--- config.mk ---
export PLATFORM = sky130hd
export DESIGN_NAME = ccr_common_ctrl
export DESIGN_NICKNAME = d
export VERILOG_FILES = /design/src/rtl/ccr_pkg.sv /design/src/rtl/ccr_edge_if.sv /design/src/rtl/ccr_edge_detect.sv /design/src/rtl/ccr_common_ctrl.sv
export SDC_FILE = /design/constraint.sdc
export NUM_CORES = 1
export LEC_CHECK = 0
export BUFFER_PORTS_ARGS = -buffer_cell sky130_fd_sc_hd__buf_2
export CAP_MARGIN = 20
export CORE_MARGIN = 3
export CORE_UTILIZATION = 45
export CTS_BUF_LIST = sky130_fd_sc_hd__clkbuf_8
export DETAILED_ROUTE_END_ITERATION = 10
export PLACE_DENSITY_LB_ADDON = 0.2
export SYNTH_ARGS = -nofsm -noshare
export SYNTH_HDL_FRONTEND = slang
export SYNTH_SLANG_ARGS = --single-unit
export TNS_END_PERCENT = 20
--- constraint.sdc ---
create_clock -name sys_clk_i -period 2.75 [get_ports sys_clk_i]
set_input_delay 0.55 -clock sys_clk_i [delete_from_list [all_inputs] [get_ports sys_clk_i]]
set_output_delay 0.55 -clock sys_clk_i [all_outputs]
set_load 0.02 [all_outputs]
--- src/rtl/ccr_pkg.sv ---
// Purpose: Constants for common control registers 3 to 5
// Assumes: 8-bit parallel control port, registers 3 to 5 at addresses 1Bh, A8h and AAh
// Notes:   Field positions and offsets named once here
package ccr_pkg;
    localparam logic [7:0] ADDR_ESTORE_SIG   = 8'h1B;
    localparam logic [7:0] ADDR_LOOP_TXMON   = 8'hA8;
    localparam logic [7:0] ADDR_LIRESET_RXMON = 8'hAA;
    localparam logic [7:0] RESET_VALUE       = 8'h00;
    localparam logic [7:0] LINE_RESET_RX_MONITOR_CTRL_DEFINED_MASK = 8'h9F;
    // Register 3 fields
    localparam int BIT_TX_ESTORE_ENABLE   = 7;
    localparam int BIT_TX_BLOCK_FUNC      = 6;
    localparam int BIT_TX_IDLE_FUNC       = 5;
    localparam int BIT_ESTORE_RESET       = 4;
    localparam int BIT_RX_SIG_REINSERT    = 3;
    localparam int BIT_TX_HW_SIG_INSERT   = 2;
    localparam int BIT_TX_BACKPLANE_CLK   = 1;
    localparam int BIT_CARRIER_LOSS_ALT   = 0;
    // Register 4 fields
    localparam int BIT_REMOTE_LOOP        = 7;
    localparam int BIT_LOCAL_LOOP         = 6;
    localparam int BIT_LINE_ALL_ONES      = 5;
    // Register 5 fields
    localparam int BIT_LINE_IFACE_RESET   = 7;
    localparam int CHAN_SEL_MSB           = 4;
    // Carrier loss zero counts
    localparam logic [11:0] CARRIER_LOSS_ZEROS_STD = 12'h0FF;
    localparam logic [11:0] CARRIER_LOSS_ZEROS_ALT = 12'h800;
endpackage

--- src/rtl/ccr_edge_if.sv ---
// Purpose: Carries control bits to the edge detector
// Assumes: Single clock domain
// Notes:   Levels in, pulses out
`timescale 1ns/1ps
`default_nettype none
interface ccr_edge_if;
    logic estore_reset;
    logic line_iface_reset;
    logic estore_reset_pulse;
    logic line_iface_reset_pulse;
    modport ctrl (output estore_reset, output line_iface_reset,
                  input estore_reset_pulse, input line_iface_reset_pulse);
    modport det  (input estore_reset, input line_iface_reset,
                  output estore_reset_pulse, output line_iface_reset_pulse);
endinterface
`default_nettype wire

--- src/rtl/ccr_edge_detect.sv ---
// Purpose: Edge detection of the two reset control bits
// Assumes: Bits already on sys_clk_i
// Notes:   Pulses are one cycle, registered
`timescale 1ns/1ps
`default_nettype none
module ccr_edge_detect (
    input  wire logic sys_clk_i,
    input  wire logic rst_n_i,
    ccr_edge_if.det   edge_if
);
    typedef struct packed {
        logic es_prev;
        logic li_prev;
        logic es_pulse;
        logic li_pulse;
    } edge_state_t;

    edge_state_t state_q;
    edge_state_t state_d;

    always_comb begin
        state_d          = state_q;
        state_d.es_prev  = edge_if.estore_reset;
        state_d.li_prev  = edge_if.line_iface_reset;
        // Falling edge only
        state_d.es_pulse = state_q.es_prev & ~edge_if.estore_reset;
        // Rising edge only
        state_d.li_pulse = ~state_q.li_prev & edge_if.line_iface_reset;
    end

    always_ff @(posedge sys_clk_i or negedge rst_n_i) begin
        if (!rst_n_i) begin
            state_q <= '0;
        end else begin
            state_q <= state_d;
        end
    end

    assign edge_if.estore_reset_pulse     = state_q.es_pulse;
    assign edge_if.line_iface_reset_pulse = state_q.li_pulse;
endmodule // ccr_edge_detect
`default_nettype wire

--- src/rtl/ccr_common_ctrl.sv ---
// Purpose: Common control registers 3 to 5 on the parallel port
// Assumes: Port strobes synchronous to sys_clk_i, one cycle each
// Notes:   Datapaths steered here live outside this block
`timescale 1ns/1ps
`default_nettype none
module ccr_common_ctrl (
    input  wire logic       sys_clk_i,
    input  wire logic       rst_n_i,
    input  wire logic [7:0] addr_i,
    input  wire logic [7:0] wr_data_i,
    input  wire logic       wr_en_i,
    input  wire logic       rd_en_i,
    output logic      [7:0] rd_data_o,
    output logic            tx_estore_enable_o,
    output logic            tx_block_func_select_o,
    output logic            tx_idle_func_select_o,
    output logic            estore_reset_pulse_o,
    output logic            rx_sig_reinsert_enable_o,
    output logic            tx_hw_sig_insert_enable_o,
    output logic            tx_backplane_clk_select_o,
    output logic [11:0]     carrier_loss_zero_count_o,
    output logic            remote_loop_enable_o,
    output logic            local_loop_enable_o,
    output logic            line_all_ones_force_o,
    output logic [4:0]      tx_monitor_chan_select_o,
    output logic [4:0]      rx_monitor_chan_select_o,
    output logic            line_iface_reset_pulse_o
);
    typedef struct packed {
        logic [7:0]  elastic_store_signaling_ctrl;
        logic [7:0]  loopback_tx_monitor_ctrl;
        logic [7:0]  line_reset_rx_monitor_ctrl;
        logic [7:0]  rd_data;
        logic [11:0] cl_count;
        logic        es_pulse;
        logic        li_pulse;
    } ctrl_state_t;

    ctrl_state_t state_q;
    ctrl_state_t state_d;
    ccr_edge_if  edge_if ();

    function automatic logic [7:0] read_mux(input logic [7:0] a,
                                            input ctrl_state_t s);
        logic [7:0] r;
        r = 8'h00;
        if (a == ccr_pkg::ADDR_ESTORE_SIG) begin
            r = s.elastic_store_signaling_ctrl;
        end else if (a == ccr_pkg::ADDR_LOOP_TXMON) begin
            r = s.loopback_tx_monitor_ctrl;
        end else if (a == ccr_pkg::ADDR_LIRESET_RXMON) begin
            r = s.line_reset_rx_monitor_ctrl & ccr_pkg::LINE_RESET_RX_MONITOR_CTRL_DEFINED_MASK;
        end
        return r;
    endfunction

    ccr_edge_detect u_edge (
        .sys_clk_i (sys_clk_i),
        .rst_n_i   (rst_n_i),
        .edge_if   (edge_if)
    );

    assign edge_if.estore_reset =
        state_q.elastic_store_signaling_ctrl[ccr_pkg::BIT_ESTORE_RESET];
    assign edge_if.line_iface_reset =
        state_q.line_reset_rx_monitor_ctrl[ccr_pkg::BIT_LINE_IFACE_RESET];

    always_comb begin
        state_d = state_q;
        if (wr_en_i) begin
            if (addr_i == ccr_pkg::ADDR_ESTORE_SIG) begin
                state_d.elastic_store_signaling_ctrl = wr_data_i;
            end else if (addr_i == ccr_pkg::ADDR_LOOP_TXMON) begin
                state_d.loopback_tx_monitor_ctrl = wr_data_i;
            end else if (addr_i == ccr_pkg::ADDR_LIRESET_RXMON) begin
                // Unassigned bits stored as zero whatever the host writes
                state_d.line_reset_rx_monitor_ctrl = wr_data_i & ccr_pkg::LINE_RESET_RX_MONITOR_CTRL_DEFINED_MASK;
            end
        end
        // Read has no side effect; unmapped reads give zero
        if (rd_en_i) begin
            state_d.rd_data = read_mux(addr_i, state_q);
        end
        if (state_q.elastic_store_signaling_ctrl[ccr_pkg::BIT_CARRIER_LOSS_ALT]) begin
            state_d.cl_count = ccr_pkg::CARRIER_LOSS_ZEROS_ALT;
        end else begin
            state_d.cl_count = ccr_pkg::CARRIER_LOSS_ZEROS_STD;
        end
        state_d.es_pulse = edge_if.estore_reset_pulse;
        state_d.li_pulse = edge_if.line_iface_reset_pulse;
    end

    always_ff @(posedge sys_clk_i or negedge rst_n_i) begin
        if (!rst_n_i) begin
            state_q <= '0;
        end else begin
            state_q <= state_d;
        end
    end

    // Control outputs straight from the register flops
    assign rd_data_o                 = state_q.rd_data;
    assign tx_estore_enable_o        =
        state_q.elastic_store_signaling_ctrl[ccr_pkg::BIT_TX_ESTORE_ENABLE];
    assign tx_block_func_select_o    =
        state_q.elastic_store_signaling_ctrl[ccr_pkg::BIT_TX_BLOCK_FUNC];
    assign tx_idle_func_select_o     =
        state_q.elastic_store_signaling_ctrl[ccr_pkg::BIT_TX_IDLE_FUNC];
    assign estore_reset_pulse_o      = state_q.es_pulse;
    assign rx_sig_reinsert_enable_o  =
        state_q.elastic_store_signaling_ctrl[ccr_pkg::BIT_RX_SIG_REINSERT];
    assign tx_hw_sig_insert_enable_o =
        state_q.elastic_store_signaling_ctrl[ccr_pkg::BIT_TX_HW_SIG_INSERT];
    assign tx_backplane_clk_select_o =
        state_q.elastic_store_signaling_ctrl[ccr_pkg::BIT_TX_BACKPLANE_CLK];
    assign carrier_loss_zero_count_o = state_q.cl_count;
    assign remote_loop_enable_o      =
        state_q.loopback_tx_monitor_ctrl[ccr_pkg::BIT_REMOTE_LOOP];
    assign local_loop_enable_o       =
        state_q.loopback_tx_monitor_ctrl[ccr_pkg::BIT_LOCAL_LOOP];
    assign line_all_ones_force_o     =
        state_q.loopback_tx_monitor_ctrl[ccr_pkg::BIT_LINE_ALL_ONES];
    assign tx_monitor_chan_select_o  =
        state_q.loopback_tx_monitor_ctrl[ccr_pkg::CHAN_SEL_MSB:0];
    assign rx_monitor_chan_select_o  =
        state_q.line_reset_rx_monitor_ctrl[ccr_pkg::CHAN_SEL_MSB:0];
    assign line_iface_reset_pulse_o  = state_q.li_pulse;
endmodule // ccr_common_ctrl
`default_nettype wire

==> impl_metrics.toml <==
[synth]
synth_compound_area_frac = 0.0755
synth_seq_area_share = 0.541
synthTopCellsByArea = "dfrtp_1, mux2_1, mux2_4"
synth-edff-count = 0
synth_xor_area_frac = 0
synth_top_family_by_area = "multiplexers"
synth_top_area_frac = 0.541
synthArstFlopShare = 1.00
synth_mux_area_frac = 0.158
ys_types = 29
synth-adder-area-share = 0
synth_area_um2 = 1760
ys.flop_type = "dfrtp_1"
netlist_instances = 145
yosys_warnings = 0
synth.avg_cell_area_um2 = 12.1
synth_area_leader_cell = "dfrtp_1"
synth-seq-cells = 38
synthSimpleGateAreaFrac = 0.132

[sta]
max_freq_ghz = 0.520
finClkSkew_ps = 7.87
setup_viol = 0
finalHoldViolations = 0
worst_slew_pin_slew_ps = 823
max_slew_margin = 0.451
period_share = 0.699
period_needed_ps = 1920
finalSetupTns_ps = 0
drv_slew = 0
rsz0062_at_grt = "no"

[detailed_routing]
drcViolationCount = 0
viasPerCell = 5.23
vias = 1266
dr.pass1.iters = 4
wl_per_cell_um = 15.4
drt_wl_total_mm = 3.72
ant_nets = 0
initialDrtViolationCount = 65

[clock_tree]
post_cts_buffers = 0
cts.clk_slew.worst_paths_ps = 80
clock-sinks = 38
cts_root_buf = "clkbuf_8"
cts_tree = "done"
worstSkewPairLatency_ps = 300
htreeDepth = 2
cts_max_path_buffers = 2
cts_resized = 0
ctsHoldBuffers = 0
cts_made_buffers = 5

[critical_path]
crit_type = "in2reg"
regToRegSetupSlack_ps = 1680
critical_path_required_ps = 2930
worstReg2RegStart = "edge_if.line_iface_reset$_DFFE_PN0P_"
crit_fanout = 8
end_kind = "flip-flop"
reg2regPathDepth = 4
start_kind = "input port"
arrival_ps = 2110
r2r-end = "rd_data_o[7]$_DFFE_PN0P_"

[floorplanning]
num_io_pins = 61
coreArea_um2 = 3720
die_w_um = 68.5
initial_core_util = 0.473
die_y_um = 68.5
dieArea_um2 = 4690
rows = 22

[cells_and_area]
area_delta_synth_final_pct = 18.1
drive_above_1_share = 0.407
utilization = 0.558
fin_cells = 242
n_antenna_cell = 0
final_area_um2 = 2070
layout.nets = 213

[global_route]
grt_pass1_vias = 1265
grt_overflow = 0
grt_first_pass_wirelength_mm = 6.04
antenna_found_initial = 0
grt_max_degree = 39
grtUsageTotal = 0.178

[placement]
place_congestion = 0.735
place_hpwl_mm = 2.61
dp_cells = 234
port-buffer-count = 57
placed_area_um2 = 1980

[outcome]
outcome = "completed"

[worst_hold_path]
hp-class = "in2async"

[power]
power.internal_mw = 0.844
seqPwrFrac = 0.520
switching_share = 0.275
power.density_nw_per_um2 = 561
combPwrFrac = 0.131
power_switching_mw = 0.320
irDropWorstVdd_v = 0.000264
clkPwrFrac = 0.349
power.leakage_nw = 1.07

[flow_run]
cap_viol_max_count = 0
## synthesized netlist by cell type, drive strengths merged (2+ instances only)
| master | instances |
|---|---|
| a21oi | 2 |
| buf | 16 |
| inv | 8 |
| and3 | 3 |
| a31oi | 6 |
| clkbuf | 2 |
| a32oi | 2 |
| dfrtp | 38 |
| o22ai | 6 |
| nor2b | 2 |
| nor4 | 6 |
| nor2 | 4 |
| mux2 | 22 |
| nand2b | 6 |
| nand2 | 8 |
| o21ai | 6 |
## worst max-delay path by stage
stage	cells past startpoint	from	slack (ps)	to
floorplan	6	addr_i[4]	960	line_all_ones_force_o$_DFFE_PN0P_
global placement	5	addr_i[4]	560	local_loop_enable_o$_DFFE_PN0P_
detailed placement	5	addr_i[4]	520	tx_monitor_chan_select_o[3]$_DFFE_PN0P_
CTS	5	addr_i[4]	840	tx_monitor_chan_select_o[3]$_DFFE_PN0P_
global route	5	addr_i[4]	790	tx_monitor_chan_select_o[2]$_DFFE_PN0P_
finish	5	addr_i[4]	830	tx_monitor_chan_select_o[0]$_DFFE_PN0P_
## registers in the layout, indices dropped and copies added, names as in the netlist, 2 cells and up
name                       flops
u_edge.state_q                 2
tx_monitor_chan_select_o       5
carrier_loss_zero_count_o      2
rx_monitor_chan_select_o       5
rd_data_o                      8
## per-layer routing
layer / part of all wire / global-route usage
met1: 0.46 / 0.227
met2: 0.46 / 0.281
met3: 0.067 / 0.0443
met4: 0.018 / 0.0819
met5: 0 / 0
## power by group through the flow
| stage | clock [mW] | sequential (mW) | combinational (mW) |
|---|---|---|---|
| 2_1_floorplan | 0 | 0.645 | 0.0693 |
| 3_3_place_gp | 0 | 0.615 | 0.151 |
| 3_5_place_dp | 0 | 0.617 | 0.154 |
| 4_1_cts | 0.413 | 0.606 | 0.155 |
| 5_1_grt | 0.435 | 0.610 | 0.168 |
| 6_report | 0.406 | 0.606 | 0.153 |
## critical path, cell delays in order
cell    delay (ps)
buf_2          100
or2_1          350
nor3_2         210
and3_1         550
mux2_4         340
## logic make-up (layout without fill, tap and decap cells)
group	after synthesis	after routing
flip-flops	38	38
AND/OR/NAND/NOR	36	36
buffers and inverters	26	73
AO/OA/AOI/OAI	22	22
multiplexers	22	22
other	1	3
## cell usage in the layout, fill, tap and decap left out
cell type    n
o21ai_0      6
clkinvlp_4   1
clkbuf_8     6
o22ai_1      6
clkinv_2     1
buf_2       57
nand4_1      1
nor2_1       4
a21oi_1      2
nand2b_1     6
inv_2        1
a31oi_1      6
nor2b_2      1
nor3b_2      1
nor4_1       6
nor2b_1      1
nand2_1      8
or2_1        1
mux2_4       8
and3_1       3
nor3_2       1
dfrtp_1     38
conb_1       3
inv_1        7
nor4b_4      1
nand3_2      1
mux2_1      14
a32oi_1      2
and3b_1      1
## cell type report
type | instances | area [um2]
Multi-Input combinational cell | 83 | 653
Clock inverter | 2 | 12.5
Clock buffer | 6 | 82.6
Sequential cell | 38 | 951
Tap cell | 48 | 60.1
Fill cell | 332 | 1640
Inverter | 8 | 30.0
Timing Repair Buffer | 57 | 285
## metrics by stage
stage	hold slack (ps)	total power [mW]	setup slack, ps
finish	347	1.16	829
global route	360	1.21	790
CTS	354	1.17	841
detailed placement	337	0.771	520
global placement	333	0.766	562
floorplan	254	0.714	963
Power figures use the tool's default switching activity.
